**src/ihw_defines.svh**
```systemverilog
`ifndef IHW_DEFINES_SVH
`define IHW_DEFINES_SVH

// ****************************************************************
// Unit register offsets (core side)
// ****************************************************************
`define IHW_ADDR_PORT_OUT 8'h02
`define IHW_ADDR_PRIO_SEL 8'hf9
`define IHW_ADDR_PEND_FLAGS 8'hfa
`define IHW_ADDR_EN_MASK 8'hfb
`define IHW_ADDR_STATUS_FLAGS 8'hfc

// ****************************************************************
// Reset values and fields
// ****************************************************************
`define IHW_RST_BYTE 8'h00
`define IHW_RST_PEND 4'h0
`define IHW_GLOBAL_EN_BIT 7
`define IHW_NUM_SRC 4

// ****************************************************************
// Opcodes seen by the unit
// ****************************************************************
`define IHW_OP_NOP 8'hff
`define IHW_OP_HALT 8'h7f
`define IHW_OP_REFRESH 8'h5f
`define IHW_OP_RETURN 8'hbf

// ****************************************************************
// Vector byte locations (high byte, low byte follows)
// ****************************************************************
`define IHW_VEC_PIN_THREE 4'h2
`define IHW_VEC_PIN_ONE 4'h4
`define IHW_VEC_TMR_ZERO 4'h8
`define IHW_VEC_TMR_ONE 4'ha
`define IHW_VEC_BYTES 12

// ****************************************************************
// Timing
// ****************************************************************
`define IHW_CLK_MHZ 125
`define IHW_WDT_TIMEOUT_MS 10
`define IHW_WDT_TICK_US 1
`define IHW_WDT_DIV (`IHW_WDT_TICK_US * `IHW_CLK_MHZ)
`define IHW_WDT_TICKS (`IHW_WDT_TIMEOUT_MS * 1000 / `IHW_WDT_TICK_US)
`define IHW_RST_HOLD 5'd18

// ****************************************************************
// Sequencer APB map
// ****************************************************************
`define IHW_APB_OP 12'h000
`define IHW_APB_RACC 12'h004
`define IHW_APB_STAT 12'h008
`define IHW_APB_PC 12'h00c
`define IHW_APB_VEC_BASE 12'h040
`define IHW_RACC_WE_BIT 16
`define IHW_STAT_BRANCH_BIT 4

`endif

```
**src/ihw_pkg.sv**
```systemverilog
package ihw_pkg;
  typedef logic [7:0] ihw_byte_t;
  typedef logic [15:0] ihw_addr_t;
  typedef enum logic [2:0] {ST_RUN, ST_HALT, ST_FETCH_HI, ST_FETCH_LO, ST_BRANCH} ihw_state_t;
endpackage

```
**src/ihw_if.sv**
```systemverilog
`timescale 1ns/1ps
interface ihw_if (
  input logic pclk,
  input logic presetn
);
  logic op_valid;
  logic [7:0] op_code;
  logic reg_req;
  logic reg_we;
  logic [7:0] reg_addr;
  logic [7:0] reg_wdata;
  logic reg_ack;
  logic [7:0] reg_rdata;
  logic vf_req;
  logic [3:0] vf_addr;
  logic vf_ack;
  logic [7:0] vf_data;
  logic int_branch;
  logic [15:0] isr_addr;
  logic core_clk_en;
  logic sys_reset;

  modport unit (
    input pclk, presetn, op_valid, op_code, reg_req, reg_we, reg_addr, reg_wdata,
    input vf_ack, vf_data,
    output reg_ack, reg_rdata, vf_req, vf_addr, int_branch, isr_addr, core_clk_en,
    output sys_reset
  );
  modport core (
    input pclk, presetn, reg_ack, reg_rdata, vf_req, vf_addr, int_branch, isr_addr,
    input core_clk_en, sys_reset,
    output op_valid, op_code, reg_req, reg_we, reg_addr, reg_wdata, vf_ack, vf_data
  );
endinterface

```
**src/ihw_edge_sync.sv**
```systemverilog
`timescale 1ns/1ps
module ihw_edge_sync (
  // Clock and reset
  input wire logic clk,
  input wire logic rst_n,
  // Pin and detected falling edge
  input wire logic pin,
  output logic fall
);
  logic s1_r;
  logic s2_r;
  logic s3_r;

  // Two-stage synchroniser, then history for edge detection
  always_ff @(posedge clk or negedge rst_n) begin
    if (!rst_n) begin
      s1_r <= 1'b1;
      s2_r <= 1'b1;
      s3_r <= 1'b1;
    end else begin
      s1_r <= pin;
      s2_r <= s1_r;
      s3_r <= s2_r;
    end
  end

  // High-to-low seen on synchronised pin
  assign fall = s3_r & ~s2_r;
endmodule

```
**src/ihw_unit.sv**
```systemverilog
// How it works
// - Four maskable prioritised interrupt requests
// - Pins latch on falling edge, timers on end
// - Service needs global and per-source enable
// - Priority select register picks single winner
// - Grant disables interrupts, saves state, vectors
// - Vector is two bytes, high byte first
// - Vectors at 2, 4, 8 and 10
// - Masked requests still recorded for polling
// - Halt stops core; timers, edges keep running
// - Interrupt wakes halt, resumes after halt
// - Software enables a source before halt
// - No-operation must directly precede halt
// - Output latch held during halt
// - Watchdog always running on own tick
// - Refresh opcode clears watchdog counter
// - Refresh leaves status flags untouched
// - Software refreshes within watchdog timeout
// - Low supply forces reset until restored
// - Watchdog timeout is 10 ms
// - Timer request needs prescaler and counter end
//
// The APB interface to the registers is this design's own decision.
`timescale 1ns/1ps
`include "ihw_defines.svh"
module ihw_unit #(
  parameter int WDT_TICKS = `IHW_WDT_TICKS,
  parameter int WDT_DIV = `IHW_WDT_DIV
) (
  // Core sequencer side
  ihw_if.unit core,
  // Edge-triggered request pins
  input wire logic edge_input_one,
  input wire logic edge_input_three,
  // Counter/timer end-of-count strobes, [0] zero, [1] one
  input wire logic [1:0] tmr_pre_end,
  input wire logic [1:0] tmr_cnt_end,
  // Supply monitor, high while supply is below trip
  input wire logic low_supply_trip_level,
  // Output port latch
  output ihw_pkg::ihw_byte_t port_out
);
  import ihw_pkg::*;

  logic clk;
  logic rst_n;
  logic [1:0] pins;
  logic [1:0] fall;
  logic [3:0] set_vec;
  ihw_state_t state_r;
  ihw_byte_t prio_r;
  logic [3:0] pend_r;
  logic [3:0] pend_nxt;
  ihw_byte_t mask_r;
  ihw_byte_t flags_r;
  ihw_byte_t saved_flags_r;
  ihw_byte_t port_r;
  ihw_byte_t rdata_r;
  logic ack_r;
  logic last_nop_r;
  logic [3:0] vloc_r;
  ihw_addr_t isr_r;
  logic [3:0] elig;
  logic any_elig;
  logic [1:0] win;
  logic [1:0] win_rank;
  logic [3:0] win_loc;
  logic grant;
  logic run_op;
  logic reg_wr;
  logic refresh;
  logic ret_op;
  logic [31:0] wdt_div_r;
  logic [31:0] wdt_cnt_r;
  logic wdt_tick;
  logic bite;
  logic lv_s1_r;
  logic lv_s2_r;
  logic [4:0] rst_cnt_r;
  logic srst;

  assign clk = core.pclk;
  assign rst_n = core.presetn;

  // ****************************************************************
  // Request sources
  // ****************************************************************
  assign pins = {edge_input_one, edge_input_three};

  // One synchroniser and falling-edge detector per pin
  genvar g;
  generate
    for (g = 0; g < 2; g++) begin : g_edge
      ihw_edge_sync u_edge (
        .clk(clk),
        .rst_n(rst_n),
        .pin(pins[g]),
        .fall(fall[g])
      );
    end
  endgenerate

  // Bit 0 pin three, bit 1 pin one, bits 2..3 timers
  assign set_vec = {tmr_pre_end & tmr_cnt_end, fall};

  // ****************************************************************
  // Operation decode
  // ****************************************************************
  assign run_op = core.op_valid && (state_r == ST_RUN);
  assign refresh = run_op && (core.op_code == `IHW_OP_REFRESH);
  assign ret_op = run_op && (core.op_code == `IHW_OP_RETURN);
  assign reg_wr = core.reg_req && core.reg_we && (state_r == ST_RUN);

  // Remembers whether the last executed opcode was a no-operation
  always_ff @(posedge clk or negedge rst_n) begin
    if (!rst_n) begin
      last_nop_r <= 1'b0;
    end else if (srst) begin
      last_nop_r <= 1'b0;
    end else if (run_op) begin
      last_nop_r <= (core.op_code == `IHW_OP_NOP);
    end
  end

  // ****************************************************************
  // Priority resolution
  // ****************************************************************
  assign elig = pend_r & mask_r[3:0] & {4{mask_r[`IHW_GLOBAL_EN_BIT]}};
  assign any_elig = |elig;

  // Lowest two-bit rank wins; ties go to the lower source index
  always_comb begin
    win = 2'd0;
    win_rank = 2'd3;
    for (int i = 3; i >= 0; i--) begin
      if (elig[i] && (prio_r[2*i +: 2] <= win_rank)) begin
        win = 2'(i);
        win_rank = prio_r[2*i +: 2];
      end
    end
  end

  // Fixed vector location per source
  always_comb begin
    case (win)
      2'd0: win_loc = `IHW_VEC_PIN_THREE;
      2'd1: win_loc = `IHW_VEC_PIN_ONE;
      2'd2: win_loc = `IHW_VEC_TMR_ZERO;
      default: win_loc = `IHW_VEC_TMR_ONE;
    endcase
  end

  assign grant = any_elig && ((state_r == ST_RUN) || (state_r == ST_HALT));

  // ****************************************************************
  // Sequencer state
  // ****************************************************************
  always_ff @(posedge clk or negedge rst_n) begin
    if (!rst_n) begin
      state_r <= ST_RUN;
    end else if (srst) begin
      state_r <= ST_RUN;
    end else begin
      case (state_r)
        ST_RUN: begin
          if (grant) begin
            state_r <= ST_FETCH_HI;
          end else if (run_op && core.op_code == `IHW_OP_HALT && last_nop_r) begin
            state_r <= ST_HALT;
          end
        end
        ST_HALT: begin
          if (grant) begin
            state_r <= ST_FETCH_HI;
          end
        end
        ST_FETCH_HI: begin
          if (core.vf_ack) begin
            state_r <= ST_FETCH_LO;
          end
        end
        ST_FETCH_LO: begin
          if (core.vf_ack) begin
            state_r <= ST_BRANCH;
          end
        end
        default: state_r <= ST_RUN;
      endcase
    end
  end

  // Vector byte address and assembled service address
  always_ff @(posedge clk or negedge rst_n) begin
    if (!rst_n) begin
      vloc_r <= 4'h0;
      isr_r <= 16'h0000;
    end else if (grant) begin
      vloc_r <= win_loc;
    end else if (state_r == ST_FETCH_HI && core.vf_ack) begin
      isr_r[15:8] <= core.vf_data;
      vloc_r <= vloc_r + 4'h1;
    end else if (state_r == ST_FETCH_LO && core.vf_ack) begin
      isr_r[7:0] <= core.vf_data;
    end
  end

  assign core.vf_req = (state_r == ST_FETCH_HI) || (state_r == ST_FETCH_LO);
  assign core.vf_addr = vloc_r;
  assign core.int_branch = (state_r == ST_BRANCH);
  assign core.isr_addr = isr_r;
  assign core.core_clk_en = (state_r == ST_RUN) && !srst;

  // ****************************************************************
  // Registers
  // ****************************************************************

  // Pending flags: grant clears, software writes, new events win
  always_comb begin
    pend_nxt = pend_r;
    if (reg_wr && core.reg_addr == `IHW_ADDR_PEND_FLAGS) begin
      pend_nxt = core.reg_wdata[3:0];
    end
    if (grant) begin
      pend_nxt[win] = 1'b0;
    end
    pend_nxt = pend_nxt | set_vec;
  end

  always_ff @(posedge clk or negedge rst_n) begin
    if (!rst_n) begin
      pend_r <= `IHW_RST_PEND;
    end else if (srst) begin
      pend_r <= `IHW_RST_PEND;
    end else begin
      pend_r <= pend_nxt;
    end
  end

  // Enable mask: grant drops global enable, return restores it
  always_ff @(posedge clk or negedge rst_n) begin
    if (!rst_n) begin
      mask_r <= `IHW_RST_BYTE;
    end else if (srst) begin
      mask_r <= `IHW_RST_BYTE;
    end else if (grant) begin
      mask_r[`IHW_GLOBAL_EN_BIT] <= 1'b0;
    end else if (ret_op) begin
      mask_r[`IHW_GLOBAL_EN_BIT] <= 1'b1;
    end else if (reg_wr && core.reg_addr == `IHW_ADDR_EN_MASK) begin
      mask_r <= core.reg_wdata;
    end
  end

  // Priority select, write only
  always_ff @(posedge clk or negedge rst_n) begin
    if (!rst_n) begin
      prio_r <= `IHW_RST_BYTE;
    end else if (reg_wr && core.reg_addr == `IHW_ADDR_PRIO_SEL) begin
      prio_r <= core.reg_wdata;
    end
  end

  // Status flags saved on grant, restored on return; refresh leaves them
  always_ff @(posedge clk or negedge rst_n) begin
    if (!rst_n) begin
      flags_r <= `IHW_RST_BYTE;
      saved_flags_r <= `IHW_RST_BYTE;
    end else if (grant) begin
      saved_flags_r <= flags_r;
    end else if (ret_op) begin
      flags_r <= saved_flags_r;
    end else if (reg_wr && core.reg_addr == `IHW_ADDR_STATUS_FLAGS) begin
      flags_r <= core.reg_wdata;
    end
  end

  // Output latch, only writable while the core runs
  always_ff @(posedge clk or negedge rst_n) begin
    if (!rst_n) begin
      port_r <= `IHW_RST_BYTE;
    end else if (reg_wr && core.reg_addr == `IHW_ADDR_PORT_OUT) begin
      port_r <= core.reg_wdata;
    end
  end
  assign port_out = port_r;

  // Register access answer, one cycle after the request
  always_ff @(posedge clk or negedge rst_n) begin
    if (!rst_n) begin
      ack_r <= 1'b0;
      rdata_r <= `IHW_RST_BYTE;
    end else begin
      ack_r <= core.reg_req && (state_r == ST_RUN);
      case (core.reg_addr)
        `IHW_ADDR_PEND_FLAGS: rdata_r <= {4'h0, pend_r};
        `IHW_ADDR_EN_MASK: rdata_r <= mask_r;
        `IHW_ADDR_STATUS_FLAGS: rdata_r <= flags_r;
        `IHW_ADDR_PORT_OUT: rdata_r <= port_r;
        default: rdata_r <= `IHW_RST_BYTE;
      endcase
    end
  end
  assign core.reg_ack = ack_r;
  assign core.reg_rdata = rdata_r;

  // ****************************************************************
  // Watchdog and reset generation
  // ****************************************************************

  // Free-running tick stands in for the watchdog's own oscillator
  always_ff @(posedge clk or negedge rst_n) begin
    if (!rst_n) begin
      wdt_div_r <= 32'd0;
    end else if (wdt_div_r == 32'(WDT_DIV - 1)) begin
      wdt_div_r <= 32'd0;
    end else begin
      wdt_div_r <= wdt_div_r + 32'd1;
    end
  end
  assign wdt_tick = (wdt_div_r == 32'(WDT_DIV - 1));

  // Watchdog count, cannot be disabled, cleared by refresh
  always_ff @(posedge clk or negedge rst_n) begin
    if (!rst_n) begin
      wdt_cnt_r <= 32'd0;
    end else if (refresh || srst) begin
      wdt_cnt_r <= 32'd0;
    end else if (wdt_tick) begin
      wdt_cnt_r <= bite ? 32'd0 : wdt_cnt_r + 32'd1;
    end
  end
  assign bite = wdt_tick && (wdt_cnt_r == 32'(WDT_TICKS - 1));

  // Supply monitor synchroniser
  always_ff @(posedge clk or negedge rst_n) begin
    if (!rst_n) begin
      lv_s1_r <= 1'b0;
      lv_s2_r <= 1'b0;
    end else begin
      lv_s1_r <= low_supply_trip_level;
      lv_s2_r <= lv_s1_r;
    end
  end

  // Reset held while supply is low, stretched after recovery or a bite
  always_ff @(posedge clk or negedge rst_n) begin
    if (!rst_n) begin
      rst_cnt_r <= `IHW_RST_HOLD;
    end else if (lv_s2_r || bite) begin
      rst_cnt_r <= `IHW_RST_HOLD;
    end else if (rst_cnt_r != 5'd0) begin
      rst_cnt_r <= rst_cnt_r - 5'd1;
    end
  end
  assign srst = (rst_cnt_r != 5'd0);
  assign core.sys_reset = srst;
endmodule

```
**src/flat_wrapper.sv**
```systemverilog
// flat-port wrapper written by rule: the top's interface ports become plain ports
module ihw_unit_flat import ihw_pkg::*;
#(
  parameter int WDT_TICKS = `IHW_WDT_TICKS,
  parameter int WDT_DIV = `IHW_WDT_DIV
)
  (edge_input_one, edge_input_three, tmr_pre_end, tmr_cnt_end, low_supply_trip_level, port_out, pclk, presetn, core_op_valid, core_op_code, core_reg_req, core_reg_we, core_reg_addr, core_reg_wdata, core_vf_ack, core_vf_data, core_reg_ack, core_reg_rdata, core_vf_req, core_vf_addr, core_int_branch, core_isr_addr, core_core_clk_en, core_sys_reset);
  ihw_if core_i (.pclk(pclk), .presetn(presetn));
  input wire logic edge_input_one;
  input wire logic edge_input_three;
  input wire logic [1:0] tmr_pre_end;
  input wire logic [1:0] tmr_cnt_end;
  input wire logic low_supply_trip_level;
  output ihw_pkg::ihw_byte_t port_out;
  input wire logic pclk;
  input wire logic presetn;
  input wire logic [$bits(core_i.op_valid)-1:0] core_op_valid;
  input wire logic [$bits(core_i.op_code)-1:0] core_op_code;
  input wire logic [$bits(core_i.reg_req)-1:0] core_reg_req;
  input wire logic [$bits(core_i.reg_we)-1:0] core_reg_we;
  input wire logic [$bits(core_i.reg_addr)-1:0] core_reg_addr;
  input wire logic [$bits(core_i.reg_wdata)-1:0] core_reg_wdata;
  input wire logic [$bits(core_i.vf_ack)-1:0] core_vf_ack;
  input wire logic [$bits(core_i.vf_data)-1:0] core_vf_data;
  output wire logic [$bits(core_i.reg_ack)-1:0] core_reg_ack;
  output wire logic [$bits(core_i.reg_rdata)-1:0] core_reg_rdata;
  output wire logic [$bits(core_i.vf_req)-1:0] core_vf_req;
  output wire logic [$bits(core_i.vf_addr)-1:0] core_vf_addr;
  output wire logic [$bits(core_i.int_branch)-1:0] core_int_branch;
  output wire logic [$bits(core_i.isr_addr)-1:0] core_isr_addr;
  output wire logic [$bits(core_i.core_clk_en)-1:0] core_core_clk_en;
  output wire logic [$bits(core_i.sys_reset)-1:0] core_sys_reset;
  assign core_i.op_valid = core_op_valid;
  assign core_i.op_code = core_op_code;
  assign core_i.reg_req = core_reg_req;
  assign core_i.reg_we = core_reg_we;
  assign core_i.reg_addr = core_reg_addr;
  assign core_i.reg_wdata = core_reg_wdata;
  assign core_i.vf_ack = core_vf_ack;
  assign core_i.vf_data = core_vf_data;
  assign core_reg_ack = core_i.reg_ack;
  assign core_reg_rdata = core_i.reg_rdata;
  assign core_vf_req = core_i.vf_req;
  assign core_vf_addr = core_i.vf_addr;
  assign core_int_branch = core_i.int_branch;
  assign core_isr_addr = core_i.isr_addr;
  assign core_core_clk_en = core_i.core_clk_en;
  assign core_sys_reset = core_i.sys_reset;
  ihw_unit #(.WDT_TICKS(WDT_TICKS), .WDT_DIV(WDT_DIV)) u_core (.core(core_i), .edge_input_one(edge_input_one), .edge_input_three(edge_input_three), .tmr_pre_end(tmr_pre_end), .tmr_cnt_end(tmr_cnt_end), .low_supply_trip_level(low_supply_trip_level), .port_out(port_out));
endmodule
```
**config.mk**
```make
export PLATFORM = sky130hd
export DESIGN_NAME = ihw_unit_flat
export DESIGN_NICKNAME = d
export VERILOG_FILES = /design/src/ihw_pkg.sv /design/src/ihw_if.sv /design/src/ihw_edge_sync.sv /design/src/ihw_unit.sv /design/src/flat_wrapper.sv
export VERILOG_INCLUDE_DIRS = /design/src
export SDC_FILE = /design/constraint.sdc
export NUM_CORES = 1
export LEC_CHECK = 0
export BUFFER_PORTS_ARGS = -buffer_cell sky130_fd_sc_hd__buf_2
export CAP_MARGIN = 20
export CORE_UTILIZATION = 60
export DETAILED_ROUTE_END_ITERATION = 7
export HOLD_SLACK_MARGIN = 0.15
export PLACE_DENSITY = 0.79
export SLEW_MARGIN = 20
export SYNTH_ARGS = -nofsm -noshare
export SYNTH_HDL_FRONTEND = slang
export SYNTH_SLANG_ARGS = --single-unit
```
**constraint.sdc**
```tcl
create_clock -name pclk -period 8.4 [get_ports pclk]
set_clock_uncertainty 0.15 [all_clocks]
set_input_delay 0.42 -clock pclk [delete_from_list [all_inputs] [get_ports pclk]]
set_output_delay 0.42 -clock pclk [all_outputs]
set_load 0.01 [all_outputs]
```
==> impl_metrics.csv, run 1 <==
group,metric,value,unit
worst_setup_path,end_kind,"flop",
clock_network,cts_resized,0,
synthesis,syn_nets,745,
min_path,hp-class,"primary input to flop",
floorplan,coreArea,0.0121,mm²
clock_network,insertion_delay,0.43,ns
worst_setup_path,critical_path_class,"flop to flop",
synthesis,synth_ff_type,"dfrtp_1",
sta,period_minus_slack,4.86,ns
routing,wirelength,17100,µm
synthesis,synthTopCellsByCount,"146 x dfrtp_1, 58 x nor2_1, 57 x mux2_2",
pwr,power.leakage,0.00422,µW
min_path,hold_start,"core_reg_wdata[1]",
routing,drt-pass1-iter-count,8,
flow_run,drv_cap,0,
clock_network,cts_tree,"yes",
final_layout,num-fill-cells,782,
floorplan,rows,40,
synthesis,syn-instance-count,686,
global_route,grt_pass1_wl,27900,µm
synthesis,ys_ff_latch,154,
synthesis,synth.most_common_cell,"dfrtp_1",
routing,num_vias,5924,
floorplan,die_x,114,µm
placement,hpwl,11100,µm
floorplan,start_util,62.0,%
global_route,antenna_found_initial,0,
clock_network,h-tree-depth,4,
global_route,grt-ovfl-total,0,
sta,slew_viol_final,0,
worst_setup_path,crit_path_cell_trace,"and3_1, nand2b_1, ha_1, nor2_1, maj3_1, nor2_1, mux2_2, ha_1, nand2_1, o21ai_0, nand4_1, mux2_2, ha_1, nor2b_1, o21ai_0, nand4_1, o211ai_1, inv_1, ha_1, a221o_1, a21oi_1",
synthesis,synth.area.top_cells,"dfrtp_1 49%, mux2_2 8.6%, xor2_1 3.6%",
sta,max_freq,0.206,GHz
final_layout,n_antenna_cell,0,
synthesis,ys_warn_count,0,
clock_network,path_clk_slew,0.06,ns
final_layout,syn_to_final_growth,19.4,%
worst_setup_path,cp_slowest_stage_delay,0.50,ns
synthesis,synth_cell_types,61,
synthesis,synth_seq_area_share,51.6,%
clock_network,cts_setup_buffers,0,
pwr,total_power,1650,µW
synthesis,yosys.area.top_type_share,48.8,%
worst_setup_path,r2r_start,"u_core.mask_r[7]$_DFFE_PN0P_",
sta,fin_setup_tns,0,ns
final_layout,layout.nets,860,
sta,worstMarginPinSlew,0.991,ns
worst_setup_path,cp.required,8.61,ns
sta,max_slew_margin,33.9,%
synthesis,synth_async_sr_flop_share,100,%
placement,portBuffers,85,
routing,vias_per_cell,6.03,
worst_setup_path,startpoint_type,"flop",
final_layout,drive_above_1_share,24.1,%
routing,wl_per_cell,17.4,µm
sta,finalHoldViolCount,0,
placement,place_congestion,0.888,
synthesis,yosysTopAreaCell,"dfrtp_1",
clock_network,cts_root_buffer,"clkbuf_16",
pwr,vdd_drop_max,0.128,mV
worst_setup_path,crit_slowest_cell,"dfrtp_1",
synthesis,avgSynthCellArea,10.9,µm²
worst_setup_path,crit_start,"u_core.mask_r[7]$_DFFE_PN0P_",
clock_network,cts_made_buffers,17,
synthesis,netlist_area,0.00748,mm²
global_route,grt_max_degree,82,
routing,drc,0,
routing,drt.antenna.violating_nets,0,
sta,setup_viol,0,
worst_setup_path,path_max_fanout,8,
clock_network,cts.sinks,154,
clock_network,cts.hold.buffers_added,26,
global_route,grt_pass1_vias,5728,
floorplan,fp.dieH,114,µm
worst_setup_path,reg2reg_slack,3.54,ns
global_route,grt_usage,28.0,%
worst_setup_path,crit_top_cell,"ha_1",
synthesis,synth_edf_count,0,
floorplan,io_pins,86,
sta,rsz0062_at_grt,"false",
worst_setup_path,worstPathArrival,5.07,ns
routing,first_iter_violations,590,
clock_network,cts_buffer_depth,2,
run_status,outcome,"complete, no violations",
sta,fin_crit_sh,57.8,%
pwr,powerDensity,184,mW/mm²
floorplan,dieArea,0.0129,mm²
final timing paths:
check                           cells past startpoint                                endpoint
worst max-delay path                               21              u_core.pend_r[2]$_DFF_PN0_
worst min-delay path                                2            u_core.mask_r[1]$_DFFE_PN0P_
worst max register to register                     21              u_core.pend_r[2]$_DFF_PN0_
worst min register to register                      0  u_core.g_edge[1].u_edge.s2_r$_DFF_PN1_
max in group asynchronous                           3        u_core.wdt_cnt_r[21]$_DFFE_PN0P_
min in group asynchronous                           2            u_core.mask_r[5]$_DFFE_PN0P_
cells by family after synthesis:
| group | after synthesis | share of synthesized area [%] |
|---|---|---|
| flip-flops | 154 | 51.6 |
| XOR/XNOR | 51 | 5.97 |
| adder cells (fa/ha/maj) | 15 | 2.47 |
| AO/OA/AOI/OAI | 93 | 8.79 |
| AND/OR/NAND/NOR | 264 | 19.3 |
| multiplexers | 59 | 8.84 |
| buffers and inverters | 50 | 2.94 |
layout make-up:
cell class	count	area [µm²]	area share, %
flip-flops and latches	154	3860	43.2
repair buffers	115	722	8.08
clock buffers	17	425	4.76
well taps	168	210	2.35
multi-input cells	482	3400	38.0
inverters	31	116	1.30
clock inverters	15	200	2.24
placed cells by master (no fill, tap or decap), types with 9 or more instances in the layout:
cell	n
dfrtp_1	146
buf_2	84
nor2_1	58
mux2_2	57
nand2_1	53
inv_1	31
xor2_1	31
nand3_1	27
dlygate4sd3_1	26
nand4_1	25
o21ai_0	23
xnor2_1	20
clkbuf_16	17
a21oi_1	16
and3_1	15
nor4_1	14
ha_1	14
and2_1	12
nor3_1	10
nor2b_1	9
report_power, final:
| group | internal, µW | switching, µW |
|---|---|---|
| Sequential | 755 | 8.09 |
| Combinational | 32.9 | 45.4 |
| Clock | 496 | 308 |
per-stage QoR:
stage | instance area (µm²) | setup slack (ns) | utilization (%) | hold slack, ns | instances
after floorplan | 7480 | 3.99 | - | -0.0256 | 686
after global placement | 8050 | 3.73 | 66.8 | 0.183 | 924
after detailed placement | 8050 | 3.58 | 66.8 | 0.187 | 924
after CTS | 8940 | 3.56 | 74.1 | 0.156 | 982
after global routing | 8940 | 3.14 | 74.1 | 0.161 | 982
final | 8940 | 3.54 | 74.1 | 0.176 | 982
layer usage:
layer	up-vias	track usage [%]	share of wire, %
li1	2704	-	-
met1	2949	35.5	42
met2	239	45.3	49
met3	32	8.34	6.8
met4	0	11.1	1.9
met5	-	0	0
critical path: cells and delay by family (launching register included):
family,cells,cell delay (ns)
adders and majority gates,5,1.38
buffers and inverters,1,0.11
and+or+nand+nor,8,1.06
muxes,2,0.74
AOI/OAI and AO/OA,5,0.85
DFF,1,0.50
sequential cells by signal (all words and copies together), names as in the netlist, 2 cells and up:
name / count
u_core.core.isr_addr: 16
u_core.mask_r: 8
u_core.core.vf_addr: 4
u_core.core.reg_rdata: 8
u_core.g_edge.u_edge.s1_r: 2
u_core.flags_r: 8
u_core.saved_flags_r: 8
u_core.pend_r: 4
u_core.g_edge.u_edge.s2_r: 2
u_core.g_edge.u_edge.s3_r: 2
u_core.wdt_div_r: 32
u_core.state_r: 3
u_core.wdt_cnt_r: 32
u_core.port_out: 8
u_core.prio_r: 8
u_core.rst_cnt_r: 5
No activity file was read; power rests on OpenSTA's default activity.
==> inputs of run 2 (changes only) <==
- CORE_UTILIZATION: 60 -> 53
- PLACE_DENSITY: 0.79 -> 0.73
- clock period: 8.4 -> 4.4 ns (I/O delays scaled with it)
==> impl_metrics.csv, run 2 (synthesis results as in run 1) <==
group,metric,value,unit
worst_setup_path,startpoint_type,"flop",
pwr,powerDensity,336,mW/mm²
routing,drt-pass1-iter-count,5,
floorplan,coreArea,0.0138,mm²
floorplan,fp.dieH,121,µm
run_status,failed_checks,"setup timing",
floorplan,io_pins,86,
global_route,grt_max_degree,85,
final_layout,drive_above_1_share,27.2,%
sta,fin_crit_sh,100,%
final_layout,n_antenna_cell,0,
global_route,grt_usage,25.9,%
sta,fin_setup_tns,-0.00216,ns
worst_setup_path,r2r_start,"u_core.mask_r[3]$_DFFE_PN0P_",
floorplan,start_util,54.1,%
min_path,hold_start,"core_op_code[5]",
floorplan,dieArea,0.0146,mm²
worst_setup_path,reg2reg_slack,-0.002,ns
worst_setup_path,crit_start,"u_core.mask_r[3]$_DFFE_PN0P_",
worst_setup_path,reg2reg_depth,22,
sta,setup_ws,-0.00216,ns
final_layout,layout_common_cells,"146 x dfrtp_1, 84 x buf_2, 56 x nor2_1",
placement,portBuffers,85,
sta,worstMarginPinSlew,0.996,ns
worst_setup_path,worstPathArrival,4.62,ns
sta,holdWs,0.189,ns
clock_network,cts_made_buffers,17,
clock_network,cts_buffer_depth,2,
clock_network,cts.sinks,154,
worst_setup_path,end_kind,"flop",
min_path,holdPathEnd,"u_core.mask_r[7]$_DFFE_PN0P_",
pwr,power.leakage,0.00430,µW
routing,drt.antenna.violating_nets,0,
global_route,grt-ovfl-total,0,
worst_setup_path,cp.required,4.62,ns
clock_network,path_clk_slew,0.06,ns
sta,max_slew_margin,33.5,%
worst_setup_path,path_max_fanout,2,
sta,period_minus_slack,4.40,ns
clock_network,h-tree-depth,4,
sta,finalHoldViolCount,0,
routing,vias_per_cell,5.90,
sta,max_freq,0.227,GHz
placement,hpwl,11800,µm
worst_setup_path,r2r-end,"u_core.pend_r[3]$_DFF_PN0_",
routing,num_vias,5973,
placement,place_congestion,0.870,
flow_run,drv_cap,0,
global_route,antenna_found_initial,0,
routing,drc,0,
global_route,grt_pass1_vias,6023,
clock_network,cts_tree,"yes",
routing,first_iter_violations,437,
sta,slew_viol_final,0,
final_layout,mostFrequentLayoutCell,"dfrtp_1",
final_layout,layout.nets,880,
clock_network,cts_root_buffer,"clkbuf_16",
clock_network,insertion_delay,0.43,ns
pwr,vdd_drop_max,0.322,mV
min_path,min_path_cells,5,
final_layout,syn_to_final_growth,22.9,%
routing,wl_per_cell,17.5,µm
routing,wirelength,17700,µm
min_path,hp-class,"primary input to flop",
sta,setup_viol,1,
global_route,grt_pass1_wl,29200,µm
worst_setup_path,critical_path_class,"flop to flop",
floorplan,rows,43,
floorplan,die_x,121,µm
sta,rsz0062_at_grt,"true",
run_status,outcome,"complete, but fails checks",
-- run 2: changes by cell type in the layout (fill, tap and decap cells not counted), sizes merged --
cell / previous run / this run
buf: 89 / 104
bufinv: 4 / 3
clkbuf: 17 / 22
clkinv: 6 / 3
clkinvlp: 4 / 2
dlygate4sd3: 26 / 31
inv: 32 / 31
-- run 2: worst max path at each step --
| stage | endpoint | slack [ns] | cells past startpoint |
|---|---|---|---|
| 6_report | u_core.pend_r[3]$_DFF_PN0_ | -0.002 | 22 |
| 5_1_grt | u_core.pend_r[3]$_DFF_PN0_ | -0.14 | 22 |
| 4_1_cts | u_core.pend_r[2]$_DFF_PN0_ | 0.001 | 22 |
| 3_5_place_dp | u_core.pend_r[2]$_DFF_PN0_ | -0.14 | 21 |
| 3_3_place_gp | u_core.pend_r[2]$_DFF_PN0_ | 0.02 | 21 |
| 2_1_floorplan | u_core.pend_r[2]$_DFF_PN0_ | 0.01 | 21 |
-- run 2: area by class of cell --
type | count | area (µm²)
fill | 1030 | 4630
inverter | 31 | 116
clock buffer | 22 | 464
tap | 180 | 225
sequential | 154 | 3860
clock inverter | 8 | 120
multi-input combinational | 482 | 3520
timing repair buffer | 135 | 885
-- run 2: layer usage --
layer	wire, µm	track usage, %	vias to the layer above
met3	953	7.08	47
met1	7410	31.6	2973
met2	8870	43.1	201
met4	514	11.1	0
met5	0	0	-
li1	-	-	2752
-- run 2: what timing repair did --
| item | 4_1_cts | 5_1_grt |
|---|---|---|
| hold buffers | 31 | 0 |
| pin swaps | 12 | 7 |
| setup buffers | 5 | 2 |
| endpoints found under the setup margin | 6 | 7 |
| resized for setup | 19 | 6 |
| hold endpoints to repair | 140 | 0 |
-- run 2: per-stage QoR --
stage | instances | setup slack [ns] | power (µW) | util [%] | instance area, µm²
2_1_floorplan | 686 | 0.0145 | 1540 | - | 7490
3_3_place_gp | 944 | 0.0239 | 1610 | 58.8 | 8130
3_5_place_dp | 944 | -0.144 | 1620 | 58.8 | 8130
4_1_cts | 1010 | 0.000970 | 3110 | 66.2 | 9160
5_1_grt | 1012 | -0.145 | 3190 | 66.5 | 9190
6_report | 1012 | -0.00216 | 3090 | 66.5 | 9190
-- run 2: where the power goes --
group,total [µW],internal (µW),leakage [µW],switching [µW]
combinational,161,69.2,0.00195,91.6
clock,1470,912,0.000282,560
sequential,1460,1440,0.00207,15.1
-- run 2: critical path, cell delays in order (launching register included) --
cell and delay [ns]:
dfrtp_1 0.36, and3_4 0.21, nand2b_4 0.07, ha_4 0.26, nor2_2 0.03, maj3_2 0.32, nor2_4 0.10, mux2_4 0.33
ha_4 0.26, nand2_2 0.05, o21ai_2 0.05, nand4_1 0.16, buf_4 0.19, mux2_4 0.32, ha_4 0.26, nand2_2 0.05
o21ai_2 0.05, nand4_1 0.14, buf_4 0.17, and2_1 0.16, ha_2 0.20, a221o_1 0.32, a21oi_2 0.12
